[src/fsg_cfg.svh]
// Constants for the flash section access guard
`ifndef FSG_CFG_SVH
`define FSG_CFG_SVH

// ----------------------------------------------------------------
// Address layout
// ----------------------------------------------------------------
`define FSG_WORD_W 12
`define FSG_PAGE_W 7
`define FSG_PAGE_LSB 5
// First page of the halting section; pages below it are read-while-write
`define FSG_HALT_FIRST_PAGE 7'h60

// ----------------------------------------------------------------
// Boot section start page for each boot_size_fuses code
// ----------------------------------------------------------------
`define FSG_BOOT_START_SZ0 7'h60
`define FSG_BOOT_START_SZ1 7'h70
`define FSG_BOOT_START_SZ2 7'h78
`define FSG_BOOT_START_SZ3 7'h7C

// ----------------------------------------------------------------
// Lock field values, high bit then low bit, 1 means unprogrammed
// ----------------------------------------------------------------
`define FSG_LOCK_UNPROG 2'h3
`define FSG_LOCK_HI_BIT 1
`define FSG_LOCK_LO_BIT 0

`endif

[src/fsg_pkg.sv]
// Types shared by the flash section access guard
package fsg_pkg;

  // ----------------------------------------------------------------
  // Programming state, Gray coded along idle -> busy
  // ----------------------------------------------------------------
  typedef enum logic [1:0] {
    FSG_IDLE = 2'h0,
    FSG_LIVE_OP = 2'h1,
    FSG_HALT_OP = 2'h2
  } fsg_state_e;

  // Two-bit lock field: high bit, low bit
  typedef logic [1:0] fsg_lock_t;

endpackage

[src/fsg_lock_store.sv]
// Holder for the application and boot lock fields
`include "fsg_cfg.svh"
`timescale 1ns/1ps
`default_nettype none

module fsg_lock_store (
  // Clock and reset
  input wire logic i_core_clk,
  input wire logic i_rst_b,
  // Stored values presented after reset
  input wire logic [3:0] i_nv_lock_bits,
  // Programming requests
  input wire logic i_sw_lock_set,
  input wire logic i_prog_lock_set,
  input wire logic [3:0] i_lock_data,
  input wire logic i_chip_erase,
  // Current fields
  output logic [1:0] o_application_lock_field,
  output logic [1:0] o_boot_lock_field
);

  // ----------------------------------------------------------------
  // State
  // ----------------------------------------------------------------
  logic [3:0] lock_r; // {boot field, application field}
  logic [3:0] lock_nxt;
  logic loaded_r; // Stored value already taken after reset
  logic set_any;

  // Either programming path may program bits
  assign set_any = i_sw_lock_set | i_prog_lock_set;

  // ----------------------------------------------------------------
  // Next value
  // ----------------------------------------------------------------
  always_comb begin
    lock_nxt = lock_r;
    if (!loaded_r) begin
      // Stored value taken once, after reset release
      lock_nxt = i_nv_lock_bits;
    end else if (i_chip_erase) begin
      // Only chip erase returns bits to unprogrammed
      lock_nxt = {`FSG_LOCK_UNPROG, `FSG_LOCK_UNPROG};
    end else if (set_any) begin
      // Programming can only clear bits, fields independent
      lock_nxt = lock_r & i_lock_data;
    end
  end

  // Register update
  always_ff @(posedge i_core_clk or negedge i_rst_b) begin
    if (!i_rst_b) begin
      lock_r <= 4'hF;
      loaded_r <= 1'b0;
    end else begin
      lock_r <= lock_nxt;
      loaded_r <= 1'b1;
    end
  end

  assign o_application_lock_field = lock_r[1:0];
  assign o_boot_lock_field = lock_r[3:2];

endmodule

`default_nettype wire

[src/fsg_guard.sv]
// Flash section access guard: stall, busy flag and boot lock checks
//
// Overview of operation
// - Section of programmed page picks stall behaviour
// - Read-while-write page: core keeps running
// - Halting page: core stalled, nothing readable
// - Read-while-write section unreadable during programming unless a page load clears busy
// - Boot section always inside halting section
// - Busy flag reads one while section blocked by read-while-write programming
// - After read-while-write programming, blocked until software clears busy flag
// - Two independent lock fields, application and boot
// - Locks set by software or programmer; erase clears
// - General lock modes ignore program instructions
// - Application mode 1: no restriction
// - Application modes 2,3: refuse writes there
// - Application modes 3,4: refuse boot-side reads
// - Application modes 3,4: block interrupts conditionally
// - Boot mode 1: no restriction
// - Boot modes 2,3: refuse writes there
// - Boot modes 3,4: refuse application-side reads
// - Boot modes 3,4: block interrupts conditionally
// - Read enable while idle, or page load at any time, clears busy
// - Programming read-while-write page sets busy
`include "fsg_cfg.svh"
`timescale 1ns/1ps
`default_nettype none

module fsg_guard (
  // Clock and reset
  input wire logic i_core_clk,
  input wire logic i_rst_b,
  // Configuration
  input wire logic [1:0] i_boot_size_fuses,
  input wire logic i_vectors_in_boot,
  input wire logic [3:0] i_nv_lock_bits,
  // Core execution point
  input wire logic [`FSG_WORD_W-1:0] i_pc_addr,
  // Store program page operation request
  input wire logic i_pgop_req,
  input wire logic i_pgop_erase,
  input wire logic [`FSG_PAGE_W-1:0] i_pgop_page,
  input wire logic i_page_load,
  input wire logic i_section_read_enable,
  // Lock programming
  input wire logic i_sw_lock_set,
  input wire logic i_prog_lock_set,
  input wire logic [3:0] i_lock_data,
  input wire logic i_chip_erase,
  // Load program read request
  input wire logic i_ld_req,
  input wire logic [`FSG_WORD_W-1:0] i_ld_addr,
  // Instruction fetch observation
  input wire logic i_fetch_req,
  input wire logic [`FSG_WORD_W-1:0] i_fetch_addr,
  // Flash array handshake
  input wire logic i_flash_done,
  output logic o_flash_start,
  output logic o_flash_erase,
  output logic [`FSG_PAGE_W-1:0] o_flash_page,
  // Status towards the core
  output logic o_cpu_stall,
  output logic o_section_busy_flag,
  output logic o_live_read_block,
  output logic o_op_refused,
  output logic o_ld_grant,
  output logic o_ld_refused,
  output logic o_irq_block,
  output logic o_fetch_fault,
  output logic [1:0] o_application_lock_field,
  output logic [1:0] o_boot_lock_field
);

  // ----------------------------------------------------------------
  // Section decode functions
  // ----------------------------------------------------------------

  // Boot start page, clamped so boot never enters read-while-write
  function automatic logic [`FSG_PAGE_W-1:0] boot_start(
    input logic [1:0] sz
  );
    logic [`FSG_PAGE_W-1:0] p;
    case (sz)
      2'h0: p = `FSG_BOOT_START_SZ0;
      2'h1: p = `FSG_BOOT_START_SZ1;
      2'h2: p = `FSG_BOOT_START_SZ2;
      default: p = `FSG_BOOT_START_SZ3;
    endcase
    if (p < `FSG_HALT_FIRST_PAGE) begin
      p = `FSG_HALT_FIRST_PAGE;
    end
    return p;
  endfunction

  // Page lies in the read-while-write section
  function automatic logic page_is_live(
    input logic [`FSG_PAGE_W-1:0] pg
  );
    return pg < `FSG_HALT_FIRST_PAGE;
  endfunction

  // Page lies in the boot section
  function automatic logic page_is_boot(
    input logic [`FSG_PAGE_W-1:0] pg,
    input logic [1:0] sz
  );
    return pg >= boot_start(sz);
  endfunction

  // Page part of a word address
  function automatic logic [`FSG_PAGE_W-1:0] page_of(
    input logic [`FSG_WORD_W-1:0] a
  );
    return a[`FSG_WORD_W-1:`FSG_PAGE_LSB];
  endfunction

  // ----------------------------------------------------------------
  // Lock fields
  // ----------------------------------------------------------------
  fsg_pkg::fsg_lock_t app_lock; // Application lock field
  fsg_pkg::fsg_lock_t boot_lock; // Boot lock field

  fsg_lock_store u_lock (
    .i_core_clk(i_core_clk),
    .i_rst_b(i_rst_b),
    .i_nv_lock_bits(i_nv_lock_bits),
    .i_sw_lock_set(i_sw_lock_set),
    .i_prog_lock_set(i_prog_lock_set),
    .i_lock_data(i_lock_data),
    .i_chip_erase(i_chip_erase),
    .o_application_lock_field(app_lock),
    .o_boot_lock_field(boot_lock)
  );

  assign o_application_lock_field = app_lock;
  assign o_boot_lock_field = boot_lock;

  // Programmed low bit forbids writes (modes 2 and 3)
  wire app_wr_lock = !app_lock[`FSG_LOCK_LO_BIT];
  wire boot_wr_lock = !boot_lock[`FSG_LOCK_LO_BIT];
  // Programmed high bit forbids cross reads (modes 3 and 4)
  wire app_rd_lock = !app_lock[`FSG_LOCK_HI_BIT];
  wire boot_rd_lock = !boot_lock[`FSG_LOCK_HI_BIT];

  // ----------------------------------------------------------------
  // Registers
  // ----------------------------------------------------------------
  fsg_pkg::fsg_state_e state_r; // Programming state
  fsg_pkg::fsg_state_e state_nxt;
  logic busy_r; // Section busy flag
  logic busy_nxt;
  logic [`FSG_PAGE_W-1:0] page_r; // Page latched at start
  logic erase_r; // Operation kind latched at start
  logic start_r;
  logic refused_r;
  logic stall_r;
  logic block_r;
  logic ld_grant_r;
  logic ld_refused_r;
  logic irq_block_r;
  logic fetch_fault_r;

  // ----------------------------------------------------------------
  // Request decode
  // ----------------------------------------------------------------
  wire pc_in_boot = page_is_boot(page_of(i_pc_addr), i_boot_size_fuses);
  wire pgop_tgt_boot = page_is_boot(i_pgop_page, i_boot_size_fuses);
  wire pgop_tgt_live = page_is_live(i_pgop_page);
  wire idle = (state_r == fsg_pkg::FSG_IDLE);

  // Write lock of the targeted section; general lock modes are not
  // an input here, so they cannot gate program instructions
  wire pgop_locked = pgop_tgt_boot ? boot_wr_lock : app_wr_lock;

  // Page operations only start from boot code while idle
  wire pgop_refuse = i_pgop_req &&
    (pgop_locked || !pc_in_boot || !idle);
  wire pgop_accept = i_pgop_req && !pgop_refuse;

  // Read-while-write section is blocked while flag set or halted
  wire live_blocked = busy_r || (state_r == fsg_pkg::FSG_HALT_OP);

  // Load program read checks
  wire ld_tgt_boot = page_is_boot(page_of(i_ld_addr), i_boot_size_fuses);
  wire ld_tgt_live = page_is_live(page_of(i_ld_addr));
  wire ld_cross_app = pc_in_boot && !ld_tgt_boot && app_rd_lock;
  wire ld_cross_boot = !pc_in_boot && ld_tgt_boot && boot_rd_lock;
  wire ld_deny = ld_cross_app || ld_cross_boot ||
    (ld_tgt_live && live_blocked);

  // Interrupt blocking by vector placement and execution section
  wire irq_blk = (i_vectors_in_boot && !pc_in_boot && app_rd_lock) ||
    (!i_vectors_in_boot && pc_in_boot && boot_rd_lock);

  // Fetch into the blocked section is flagged to the core
  wire fetch_bad = i_fetch_req && live_blocked &&
    page_is_live(page_of(i_fetch_addr));

  // ----------------------------------------------------------------
  // State machine
  // ----------------------------------------------------------------
  always_comb begin
    state_nxt = state_r;
    unique case (state_r)
      fsg_pkg::FSG_IDLE: begin
        // Section of the target page chooses running or halting
        if (pgop_accept) begin
          state_nxt = pgop_tgt_live ? fsg_pkg::FSG_LIVE_OP
                                    : fsg_pkg::FSG_HALT_OP;
        end
      end
      fsg_pkg::FSG_LIVE_OP: begin
        if (i_flash_done) begin
          state_nxt = fsg_pkg::FSG_IDLE;
        end
      end
      fsg_pkg::FSG_HALT_OP: begin
        if (i_flash_done) begin
          state_nxt = fsg_pkg::FSG_IDLE;
        end
      end
      default: begin
        state_nxt = fsg_pkg::FSG_IDLE;
      end
    endcase
  end

  // ----------------------------------------------------------------
  // Busy flag
  // ----------------------------------------------------------------
  // Clear only once idle; page load clears at any time
  wire busy_clr = (i_section_read_enable && idle) || i_page_load;
  wire busy_set = pgop_accept && pgop_tgt_live;

  // Set wins over a clear in the same cycle
  always_comb begin
    busy_nxt = busy_r;
    if (busy_set) begin
      busy_nxt = 1'b1;
    end else if (busy_clr) begin
      busy_nxt = 1'b0;
    end
  end

  // ----------------------------------------------------------------
  // State and latched operation
  // ----------------------------------------------------------------
  always_ff @(posedge i_core_clk or negedge i_rst_b) begin
    if (!i_rst_b) begin
      state_r <= fsg_pkg::FSG_IDLE;
      busy_r <= 1'b0;
      page_r <= '0;
      erase_r <= 1'b0;
    end else begin
      state_r <= state_nxt;
      busy_r <= busy_nxt;
      // Page latched so later pointer use cannot move it
      if (pgop_accept) begin
        page_r <= i_pgop_page;
        erase_r <= i_pgop_erase;
      end
    end
  end

  // ----------------------------------------------------------------
  // Registered outputs
  // ----------------------------------------------------------------
  always_ff @(posedge i_core_clk or negedge i_rst_b) begin
    if (!i_rst_b) begin
      start_r <= 1'b0;
      refused_r <= 1'b0;
      stall_r <= 1'b0;
      block_r <= 1'b0;
      ld_grant_r <= 1'b0;
      ld_refused_r <= 1'b0;
      irq_block_r <= 1'b0;
      fetch_fault_r <= 1'b0;
    end else begin
      start_r <= pgop_accept;
      refused_r <= pgop_refuse;
      stall_r <= (state_nxt == fsg_pkg::FSG_HALT_OP);
      block_r <= busy_nxt || (state_nxt == fsg_pkg::FSG_HALT_OP);
      ld_grant_r <= i_ld_req && !ld_deny;
      ld_refused_r <= i_ld_req && ld_deny;
      irq_block_r <= irq_blk;
      fetch_fault_r <= fetch_bad;
    end
  end

  assign o_flash_start = start_r;
  assign o_flash_erase = erase_r;
  assign o_flash_page = page_r;
  assign o_cpu_stall = stall_r;
  assign o_section_busy_flag = busy_r;
  assign o_live_read_block = block_r;
  assign o_op_refused = refused_r;
  assign o_ld_grant = ld_grant_r;
  assign o_ld_refused = ld_refused_r;
  assign o_irq_block = irq_block_r;
  assign o_fetch_fault = fetch_fault_r;
endmodule

`default_nettype wire

[config.mk]
export PLATFORM = sky130hd
export DESIGN_NAME = fsg_guard
export DESIGN_NICKNAME = d
export VERILOG_FILES = /design/src/fsg_pkg.sv /design/src/fsg_lock_store.sv /design/src/fsg_guard.sv
export VERILOG_INCLUDE_DIRS = /design/src /design/src/src
export SDC_FILE = /design/constraint.sdc
export NUM_CORES = 1
export LEC_CHECK = 0
export ABC_AREA = 1
export BUFFER_PORTS_ARGS = -buffer_cell sky130_fd_sc_hd__buf_2
export CORE_ASPECT_RATIO = 1.25
export CORE_UTILIZATION = 46
export DETAILED_ROUTE_END_ITERATION = 7
export PLACE_DENSITY_LB_ADDON = 0.05
export SETUP_SLACK_MARGIN = 0.05
export SLEW_MARGIN = 20
export SYNTH_ARGS = -nofsm -noshare
export SYNTH_HDL_FRONTEND = slang
export SYNTH_SLANG_ARGS = --single-unit
[constraint.sdc]
create_clock -name i_core_clk -period 4.95 [get_ports i_core_clk]
set_clock_uncertainty 0.15 [all_clocks]
set_input_delay 0.7425 -clock i_core_clk [delete_from_list [all_inputs] [get_ports i_core_clk]]
set_output_delay 0.7425 -clock i_core_clk [all_outputs]
set_load 0.01 [all_outputs]
==> summary.md, run 1 <==
| Metric | Value |
|---|---|
| Status | finished clean |
| Crit-path max FO | 14 |
| TNS Setup | 0 ns |
| WP depth | 15 |
| Global-route wire length before repair | 4892 um |
| Vias | 1316 |
| Setup bufs post-CTS | 0 |
| Kind of end point of the critical path | register |
| Share of post-route cells with drive strength above 1 | 35.83% |
| Cell area power density | 369.7 nW/um^2 |
| Highest clock rate | 0.4271 GHz |
| Synth unique cells | 27 |
| Layout Cells excl Fill | 276 |
| GP Congestion | 0.7755 |
| Vias per inst | 4.768 |
| Die Width | 51.37 um |
| Layout area overhead | 30.18% |
| Largest stage delay on the critical path | 0.30 ns |
| CP top delay family | simple AND/OR/NAND/NOR gates |
| Drt first-iter violations | 19 |
| # port buffers | 66 |
| Hold slack | 0.2409 ns |
| Slew headroom | 63.92% |
| Minimum clock period after layout | 2.341 ns |
| Largest net degree at the start of global routing | 25 |
| Clock Latency Late Sink | 0.31 ns |
| Core Rows | 22 |
| Pleak | 1.099 nW |
| CTS resizes | 0 |
| DR DRC count | 0 |
| Post-synthesis cell count | 171 |
| Asr flop ratio synth | 100.0% |
| # hold bufs at CTS | 0 |
| DR WL/cell | 10.85 um |
| Syn. warnings | 0 |
| Tot GR Track Use | 19.75% |
| Largest cells by area after synthesis | dfrtp_1 36%, nand2_1 13%, ha_1 11% |
| Max cap viols | 0 |
| EDFF count, synth | 0 |
| Most numerous cell on the critical path | nand2_1 |
| Buf/Inv on CP | 1 |
| Vias in the first global route | 1233 |
| CP Class | in -> reg |
| Final-layout fill cell count | 270 |
| Mapped cell area | 1401 sq um |
| Net Count, Synth | 249 |
| Clock buffer depth | 2 |
| Register area share after synthesis | 43.21% |
| Antenna viol nets, final | 0 |
| # setup viols final | 0 |
| Detailed Route WL | 2994 um |
| Top-area cell type share of the netlist area | 35.71% |
| R2R Path Start | state_r[1] |
| Final hold vios | 0 |
| DIE AREA | 3272 sq um |
| ANT cells | 0 |
| Inst Count DP | 272 |
| Cell chain of the critical path | buf_2 -> nor2_1 -> ha_1 -> nand2_1 -> nand2_1 -> nand2_1 -> nand2_1 -> nor2_4 -> nor2_8 -> nand3_4 -> nand2_1 -> nand3_1 -> nand2_1 -> nand3_2 -> nand2_1 |
| Placed Area | 1772 sq um |
| RSZ-0062 raised after global routing | false |
| Startpoint types | input pin |
| Worst path arrival time | 2.42 ns |
| Hold/Removal Path Class | in -> async |
| Worst Path Required | 5.03 ns |
| H-tree depth | 1 |
| Top post-synthesis cells by count | 49 x nand2_1, 27 x inv_1, 20 x dfrtp_1, 13 x nor2_1, 12 x ha_1 |
| # IOs | 87 |
| Final HPWL DP | 2457 um |
| Most used DFF post-synth | dfrtp_1 |
| Dominant cell type by area after synthesis | dfrtp_1 |
| Detailed Routing Iterations Pass 1 | 4 |
| Clk pin slew, worst setup/hold paths | 0.13 ns |
| Peak supply drop | 0.0002610 V |
| Overflow after GRT | 0 |
| Core area | 2918 sq um |
| Initial antenna violation count | 0 |
| Reg2Reg Depth | 11 |
| Mean Syn Cell Area | 8.195 sq um |
| Highest-delay cell along the critical path | ha_1 |
| Clk sinks | 24 |
| Pins Over Slew Limit | 0 |
| CTS tree | done |
| Fin crit share | 47.30% |
| Nets@finish | 319 |
| Top-count cell post-synth | nand2_1 |
| Seq cells post-synth | 24 |
| Starting density of the core | 48.03% |
| CTS root buf | clkbuf_4 |
| Setup crit start | i_boot_size_fuses[0] |
| Worst slew pin tran | 0.5411 ns |
| Final Cell Area | 1824 sq um |
| TritonCTS Buffers | 3 |
| Die Height | 63.71 um |
worst register-to-register path: cells and delay by family (launching register included):
family / cells / cell delay [ns]
AND/OR/NAND/NOR: 7 / 0.66
buffers and inverters: 3 / 0.25
adder cells (fa/ha/maj): 1 / 0.21
flip-flops: 1 / 0.44
state kept, by name, summed over array words and instances (netlist names):
| signal | flops |
|---|---|
| o_irq_block | 1 |
| o_live_read_block | 1 |
| o_flash_start | 1 |
| u_lock.lock_r | 4 |
| o_ld_grant | 1 |
| o_fetch_fault | 1 |
| state_r | 2 |
| u_lock.loaded_r | 1 |
| o_flash_erase | 1 |
| o_cpu_stall | 1 |
| o_flash_page | 7 |
| o_section_busy_flag | 1 |
| o_op_refused | 1 |
| o_ld_refused | 1 |
logic make-up after synthesis:
group / count (synthesis) / share of synthesized area, %
and+or+nand+nor: 82 / 28.30
buffers and inverters: 31 / 8.393
DFF: 24 / 43.21
AOI/OAI and AO/OA: 21 / 9.107
adders and majority gates: 12 / 10.71
other: 1 / 0.2676
worst paths after layout:
kind	slack, ns	to
max in group asynchronous	4.04	u_lock.lock_r[2]
setup reg to reg	3.15	o_live_read_block
min in group i_core_clk	0.34	o_flash_page[3]
hold / removal	0.24	state_r[0]
setup / recovery	2.61	o_live_read_block
hold reg to reg	0.34	o_flash_page[3]
per-layer routing:
| layer | GRT usage (%) | wire length (um) | part of all wire (%) | up-vias |
|---|---|---|---|---|
| met5 | 0 | 0 | 0 | - |
| met4 | 7.095 | 32 | 1.1 | 0 |
| met3 | 2.899 | 142 | 4.7 | 4 |
| met2 | 37.50 | 1590 | 53 | 38 |
| met1 | 21.07 | 1229 | 41 | 591 |
| li1 | - | - | - | 683 |
stage by stage:
step           setup slack [ns]  power [mW]  util, %
2_1_floorplan             2.679      0.4441        -
3_3_place_gp              2.295      0.5302    60.72
3_5_place_dp              2.251      0.5410    60.72
4_1_cts                   2.617      0.6858    62.52
5_1_grt                   2.440      0.7246    62.52
6_report                  2.609      0.6744    62.52
placed cells by master (no fill, tap or decap), types with 5 or more instances in the layout:
| cell type | instances |
|---|---|
| inv_1 | 27 |
| ha_1 | 12 |
| nand2_1 | 49 |
| nor2_1 | 13 |
| o22ai_1 | 5 |
| nand3_1 | 6 |
| a21oi_1 | 5 |
| buf_2 | 66 |
| dfrtp_1 | 20 |
where the power goes:
group / internal, mW / switching (mW)
registers: 0.254 / 0.0280
clock network: 0.0819 / 0.0592
logic: 0.105 / 0.147
total: 0.440 / 0.234
area by class of cell:
type | instances | area (sq um) | share of cell area [%]
flip-flops and latches | 24 | 605.6 | 33.20
inverters | 30 | 112.6 | 6.173
repair buffers | 66 | 330.3 | 18.11
multi-input cells | 116 | 678.2 | 37.17
clock inverters | 1 | 30.03 | 1.646
well taps | 36 | 45.04 | 2.469
clock buffers | 3 | 22.52 | 1.235
(Power assumes the default switching activity.)
==> run 2, diff against run 1 <==
--- a/config.mk
+++ b/config.mk
@@ -9,7 +9,7 @@
 export ABC_AREA = 1
 export BUFFER_PORTS_ARGS = -buffer_cell sky130_fd_sc_hd__buf_2
 export CORE_ASPECT_RATIO = 1.25
-export CORE_UTILIZATION = 46
+export CORE_UTILIZATION = 38
 export DETAILED_ROUTE_END_ITERATION = 7
 export PLACE_DENSITY_LB_ADDON = 0.05
 export SETUP_SLACK_MARGIN = 0.05
==> constraint.sdc (replaced) <==
create_clock -name i_core_clk -period 1.9 [get_ports i_core_clk]
set_clock_uncertainty 0.15 [all_clocks]
set_input_delay 0.285 -clock i_core_clk [delete_from_list [all_inputs] [get_ports i_core_clk]]
set_output_delay 0.285 -clock i_core_clk [all_outputs]
set_load 0.01 [all_outputs]
==> run 2 against run 1 <==
Die area increased by 20%. Highest routed layer unchanged. Sequential cell count unchanged. Setup slack got worse by 2.4 ns. Sequential power increased to 2.6 times the previous value.
==> summary.md, run 2 (synthesized netlist as in run 1, its figures left out) <==
| Metric | Value |
|---|---|
| Status | finished clean |
| # setup viols final | 0 (unchanged) |
| Detailed Routing Iterations Pass 1 | 4 (unchanged) |
| Tot GR Track Use | 17.86% (-1.9 points) |
| Starting density of the core | 39.89% (-8.1 points) |
| Antenna viol nets, final | 0 (unchanged) |
| Worst slew pin tran | 0.5415 ns (+0.0004017 ns) |
| Layout area overhead | 39.55% |
| Max reg flops | 7 (unchanged) |
| Inst Count DP | 281 (+3.3%) |
| Setup WS post-layout | 0.1811 ns (-2.428 ns) |
| Crit-path max FO | 4 (-10) |
| Multi-input gate area | 718.2 sq um (+5.9%) |
| CTS root buf | clkbuf_8 |
| Vias | 1348 (+2.4%) |
| Peak supply drop | 0.0007190 V (+180%) |
| Final-layout fill cell count | 346 (+28%) |
| Highest clock rate | 0.5818 GHz |
| Clock buffer depth | 2 (unchanged) |
| CTS tree | done |
| Layout Cells excl Fill | 287 (+4.0%) |
| TNS Setup | 0 ns (unchanged) |
| Hold/Removal Path Class | in -> reg |
| # port buffers | 66 (unchanged) |
| Nets@finish | 327 (+2.5%) |
| Sw Pwr | 0.6420 mW (+170%) |
| # IOs | 87 (unchanged) |
| Pleak | 1.145 nW (+4.1%) |
| CP Class | in -> reg |
| Clock Latency Late Sink | 0.27 ns (-0.04 ns) |
| H-tree depth | 1 (unchanged) |
| Pint | 1.242 mW (+180%) |
| Total power | 1.884 mW (+180%) |
| Core area | 3513 sq um (+20%) |
| DR WL/cell | 11.29 um (+4.0%) |
| Max cap viols | 0 (unchanged) |
| FF/Latch Area | 605.6 sq um (unchanged) |
| Worst path arrival time | 1.78 ns (-0.64 ns) |
| Vias per inst | 4.697 (-1.5%) |
| Most frequent cells in the layout | 65 x buf_2, 47 x nand2_1, 27 x inv_1 |
| Global-route wire length before repair | 5609 um (+15%) |
| TritonCTS Buffers | 3 (unchanged) |
| Hold slack | 0.03274 ns (-0.2082 ns) |
| Drt first-iter violations | 34 (+15) |
| Clk sinks | 24 (unchanged) |
| Pins Over Slew Limit | 0 (unchanged) |
| Cell area power density | 963.1 nW/um^2 (+160%) |
| Worst Path Required | 1.97 ns (-3.06 ns) |
| Vias in the first global route | 1371 (+11%) |
| Clk pin slew, worst setup/hold paths | 0.08 ns (-0.05 ns) |
| Flop pwr share | 39.0% (-2.7 points) |
| ANT cells | 0 (unchanged) |
| Startpoint types | input pin |
| Largest net degree at the start of global routing | 25 (unchanged) |
| Sw frac | 34.09% (-0.65 points) |
| GP Congestion | 0.7570 (-2.4%) |
| Most common cell after layout, fill and taps aside | buf_2 |
| Slew headroom | 63.90% (about the same) |
| Core Rows | 24 (+9.1%) |
| Overflow after GRT | 0 (unchanged) |
| Fin crit share | 90.47% |
| Share of post-route cells with drive strength above 1 | 39.92% (+4.1 points) |
| Die Width | 56.32 um (+9.6%) |
| Kind of end point of the critical path | register |
| Clk network pwr share | 23.9% (+3.0 points) |
| Final hold vios | 0 (unchanged) |
| Detailed Route WL | 3239 um (+8.2%) |
| Minimum clock period after layout | 1.719 ns |
| Die Height | 69.90 um (+9.7%) |
| DR DRC count | 0 (unchanged) |
| Logic gate share of total power | 37.2% (about the same) |
| Initial antenna violation count | 0 (unchanged) |
| Final HPWL DP | 2617 um (+6.5%) |
| DIE AREA | 3936 sq um (+20%) |
| Place WS | -0.2672 ns (-2.518 ns) |
| RSZ-0062 raised after global routing | false |
## run 2: metal layers
layer / vias to the layer above / part of all wire [%] / GRT usage [%]
li1: 699 / - / -
met2: 38 / 51 / 32.80
met5: - / 0 / 0
met4: 0 / 1.4 / 5.691
met1: 606 / 44 / 21.19
met3: 5 / 3.9 / 2.407
## run 2: critical path, cell delays in order
cell	delay (ns)
buf_4	0.13
nor2_4	0.17
ha_4	0.23
nand2_1	0.06
nand2_1	0.05
nand2_1	0.07
nand2_2	0.06
nor2_4	0.19
buf_6	0.13
nand2_1	0.04
o211ai_1	0.22
nand2_1	0.08
inv_1	0.05
## run 2: worst paths after layout
check | from | slack, ns | cells past startpoint | endpoint
min in group asynchronous | i_rst_b | 0.38 | 2 | o_ld_refused
min reg2reg | o_flash_erase | 0.33 | 2 | o_flash_erase
max reg2reg | state_r[0] | 0.22 | 9 | o_live_read_block
min | i_fetch_addr[10] | 0.03 | 2 | o_fetch_fault
max in group asynchronous | i_rst_b | 0.85 | 2 | u_lock.lock_r[0]
max | i_boot_size_fuses[1] | 0.18 | 13 | o_ld_refused
## run 2: layout make-up
type,count,share of cell area [%]
Tap cell,39,2.495
Multi-Input combinational cell,116,36.72
Clock inverter,1,1.536
Sequential cell,24,30.97
Inverter,30,5.758
Timing Repair Buffer,74,20.41
Clock buffer,3,2.111
## run 2: repair_timing
item,4_1_cts,5_1_grt
pin swaps,0,10
setup buffers,0,1
gates resized for setup,1,8
setup endpoints to repair,3,12
endpoints found under the hold margin,20,0
cloned,0,0
hold buffers,1,0
## run 2: stage by stage
step | util (%) | area [sq um]
floorplan | - | 1401
global placement | 51.82 | 1821
detailed placement | 51.82 | 1821
CTS | 54.20 | 1904
global route | 55.66 | 1956
finish | 55.66 | 1956
## run 2: power by group through the flow
stage               clock network, mW  logic [mW]  registers, mW
floorplan                           0       0.352          0.805
global placement                    0       0.662          0.738
detailed placement                  0       0.691          0.744
CTS                             0.462       0.696          0.734
global route                    0.485       0.794          0.753
finish                          0.450       0.700          0.734
==> run 3, diff against run 2 <==
--- a/config.mk
+++ b/config.mk
@@ -8,8 +8,10 @@
 export LEC_CHECK = 0
 export ABC_AREA = 1
 export BUFFER_PORTS_ARGS = -buffer_cell sky130_fd_sc_hd__buf_2
+export CELL_PAD_IN_SITES_DETAIL_PLACEMENT = 2
+export CELL_PAD_IN_SITES_GLOBAL_PLACEMENT = 2
 export CORE_ASPECT_RATIO = 1.25
-export CORE_UTILIZATION = 38
+export CORE_UTILIZATION = 20
 export DETAILED_ROUTE_END_ITERATION = 7
 export PLACE_DENSITY_LB_ADDON = 0.05
 export SETUP_SLACK_MARGIN = 0.05
==> run 3 against run 2 <==
First-iteration DRC count down 53%. Sequential power is 0.7% higher. Combinational power grew 6.0%. Hold slack worse by 0.0086 ns. Non-clock buffer count grew 6. Largest power group is now combinational logic. Critical path type unchanged.
==> summary.md, run 3 (synthesized netlist as in run 1, its figures left out) <==
| Metric | Value |
|---|---|
| Inst Count DP | 334 (+19%) |
| Pins Over Slew Limit | 0 (unchanged) |
| Max reg flops | 7 (unchanged) |
| Hold/Removal Path Class | in -> reg |
| # port buffers | 66 (unchanged) |
| Tot GR Track Use | 11.93% (-5.9 points) |
| Clk pin slew, worst setup/hold paths | 0.08 ns (about the same) |
| DR WL/cell | 12.30 um (+9.0%) |
| Worst path arrival time | 1.80 ns (+0.02 ns) |
| GP Congestion | 0.6915 (-8.7%) |
| Minimum clock period after layout | 1.737 ns (+0.01790 ns) |
| CTS tree | done |
| Share of post-route cells with drive strength above 1 | 44.88% (+5.0 points) |
| Clock Latency Late Sink | 0.27 ns (about the same) |
| Core area | 6648 sq um (+89%) |
| Die Width | 76.87 um (+37%) |
| Max cap viols | 0 (unchanged) |
| Crit-path max FO | 3 (-1) |
| CP Class | in -> reg |
| Initial antenna violation count | 0 (unchanged) |
| # setup viols final | 0 (unchanged) |
| Nets@finish | 333 (+1.8%) |
| Kind of end point of the critical path | register |
| Final-layout fill cell count | 808 (+130%) |
| Vias | 1419 (+5.3%) |
| Starting density of the core | 21.08% (-19 points) |
| Startpoint types | input pin |
| Clk sinks | 24 (unchanged) |
| Largest net degree at the start of global routing | 25 (unchanged) |
| Worst slew pin tran | 0.6071 ns (+0.06559 ns) |
| Global-route wire length before repair | 6817 um (+22%) |
| H-tree depth | 1 (unchanged) |
| Status | finished clean |
| Core Rows | 33 (+38%) |
| Slew headroom | 59.52% (-4.4 points) |
| Cell chain of the critical path | buf_4 -> nand2_2 -> inv_2 -> buf_4 -> buf_4 -> ha_1 -> nand2_1 -> nor3_2 -> a41oi_2 -> o211ai_1 -> nand2_1 -> inv_1 |
| TritonCTS Buffers | 3 (unchanged) |
| Peak supply drop | 0.0002832 V (-61%) |
| Layout Cells excl Fill | 341 (+19%) |
| FF/Latch Area | 605.6 sq um (unchanged) |
| RSZ-0062 raised after global routing | true |
| Drt first-iter violations | 16 (-53%) |
| Overflow after GRT | 0 (unchanged) |
| Final HPWL DP | 3445 um (+32%) |
| Highest clock rate | 0.5758 GHz (-1.0%) |
| Fin crit share | 91.41% (+0.94 points) |
| Worst R2R Setup Slack | 0.23 ns (about the same) |
| ANT cells | 0 (unchanged) |
| Clock buffer depth | 2 (unchanged) |
| Detailed Routing Iterations Pass 1 | 3 (-1) |
| Detailed Route WL | 4194 um (+29%) |
| Pleak | 1.173 nW (+2.4%) |
| Cell area power density | 926.9 nW/um^2 (-3.8%) |
| # IOs | 87 (unchanged) |
| Largest stage delay on the critical path | 0.28 ns (+0.05 ns) |
| Antenna viol nets, final | 0 (unchanged) |
| Most numerous cell on the critical path | buf_4 |
| DIE AREA | 7348 sq um (+87%) |
| Vias per inst | 4.161 (-11%) |
| Layout area overhead | 49.55% |
| Most common cell after layout, fill and taps aside | buf_2 |
| Hold slack | 0.02418 ns (-0.008563 ns) |
| CTS root buf | clkbuf_8 |
| Highest-delay cell along the critical path | o211ai_1 |
| Most frequent cells in the layout | 64 x buf_2, 43 x nand2_1, 24 x inv_1 |
| Vias in the first global route | 1495 (+9.0%) |
| Final hold vios | 0 (unchanged) |
| Die Height | 95.59 um (+37%) |
| Worst Path Required | 1.96 ns (about the same) |
| DR DRC count | 0 (unchanged) |
| Multi-input gate area | 750.7 sq um (+4.5%) |
[run 3: changes by cell type in the layout (fill, tap and decap cells not counted), moves of 3 or more]
cell,before,now
inv_1,27,24
inv_2,3,6
nand2_2,4,8
buf_4,7,14
nand2_1,47,43
[run 3: final timing paths]
check / cells past startpoint / to / from
max: 12 / o_ld_refused / i_boot_size_fuses[0]
min: 2 / o_fetch_fault / i_fetch_addr[10]
max reg2reg: 11 / o_live_read_block / state_r[0]
min reg2reg: 2 / o_flash_page[3] / o_flash_page[3]
max in group asynchronous: 2 / u_lock.loaded_r / i_rst_b
min in group asynchronous: 2 / o_flash_erase / i_rst_b
[run 3: routing by layer]
metal / vias to the layer above / part of all wire, % / GRT usage (%)
met5: - / 0 / 0
met4: 0 / 0.81 / 3.846
met3: 2 / 4.8 / 2.201
met2: 37 / 50 / 21.58
met1: 669 / 44 / 14.20
li1: 711 / - / -
[run 3: critical path, delay by kind of cell]
family,cells,cell delay (ns)
fa+ha+maj,1,0.26
compound gates,2,0.43
simple gates,4,0.33
buf+inv,5,0.48
[run 3: timing repair]
action | in CTS | in global routing
resized for setup | 1 | 18
buffers inserted | 0 | 2
pin swaps | 0 | 14
hold buffers | 1 | 0
cloned | 0 | 0
endpoints found under the setup margin | 2 | 13
hold endpoints to repair | 20 | 0
[run 3: layout make-up]
class                      count  area share [%]
tap                           87           5.194
timing repair buffer          80           21.31
clock inverter                 1           1.433
multi-input combinational    116           35.82
clock buffer                   3           1.970
inverter                      30           5.373
sequential                    24           28.90
[run 3: per-stage QoR]
step | util, % | cell area, sq um | total power, mW | setup TNS (ns) | worst slack (ns)
floorplan | - | 1401 | 1.157 | 0 | 0.08630
global placement | 28.85 | 1918 | 1.479 | -3.020 | -0.2738
detailed placement | 28.85 | 1918 | 1.491 | -3.496 | -0.3026
CTS | 30.11 | 2002 | 1.968 | 0 | 0.07493
global route | 31.53 | 2096 | 2.114 | 0 | 0.04871
finish | 31.53 | 2096 | 1.943 | 0 | 0.1632
[run 3: report_power, final]
group	leakage, nW	internal, mW	total [mW]	switching [mW]
clock	0.0357	0.282	0.461	0.179
sequential	0.302	0.661	0.739	0.0780
combinational	0.835	0.324	0.742	0.419
total	1.17	1.27	1.94	0.676
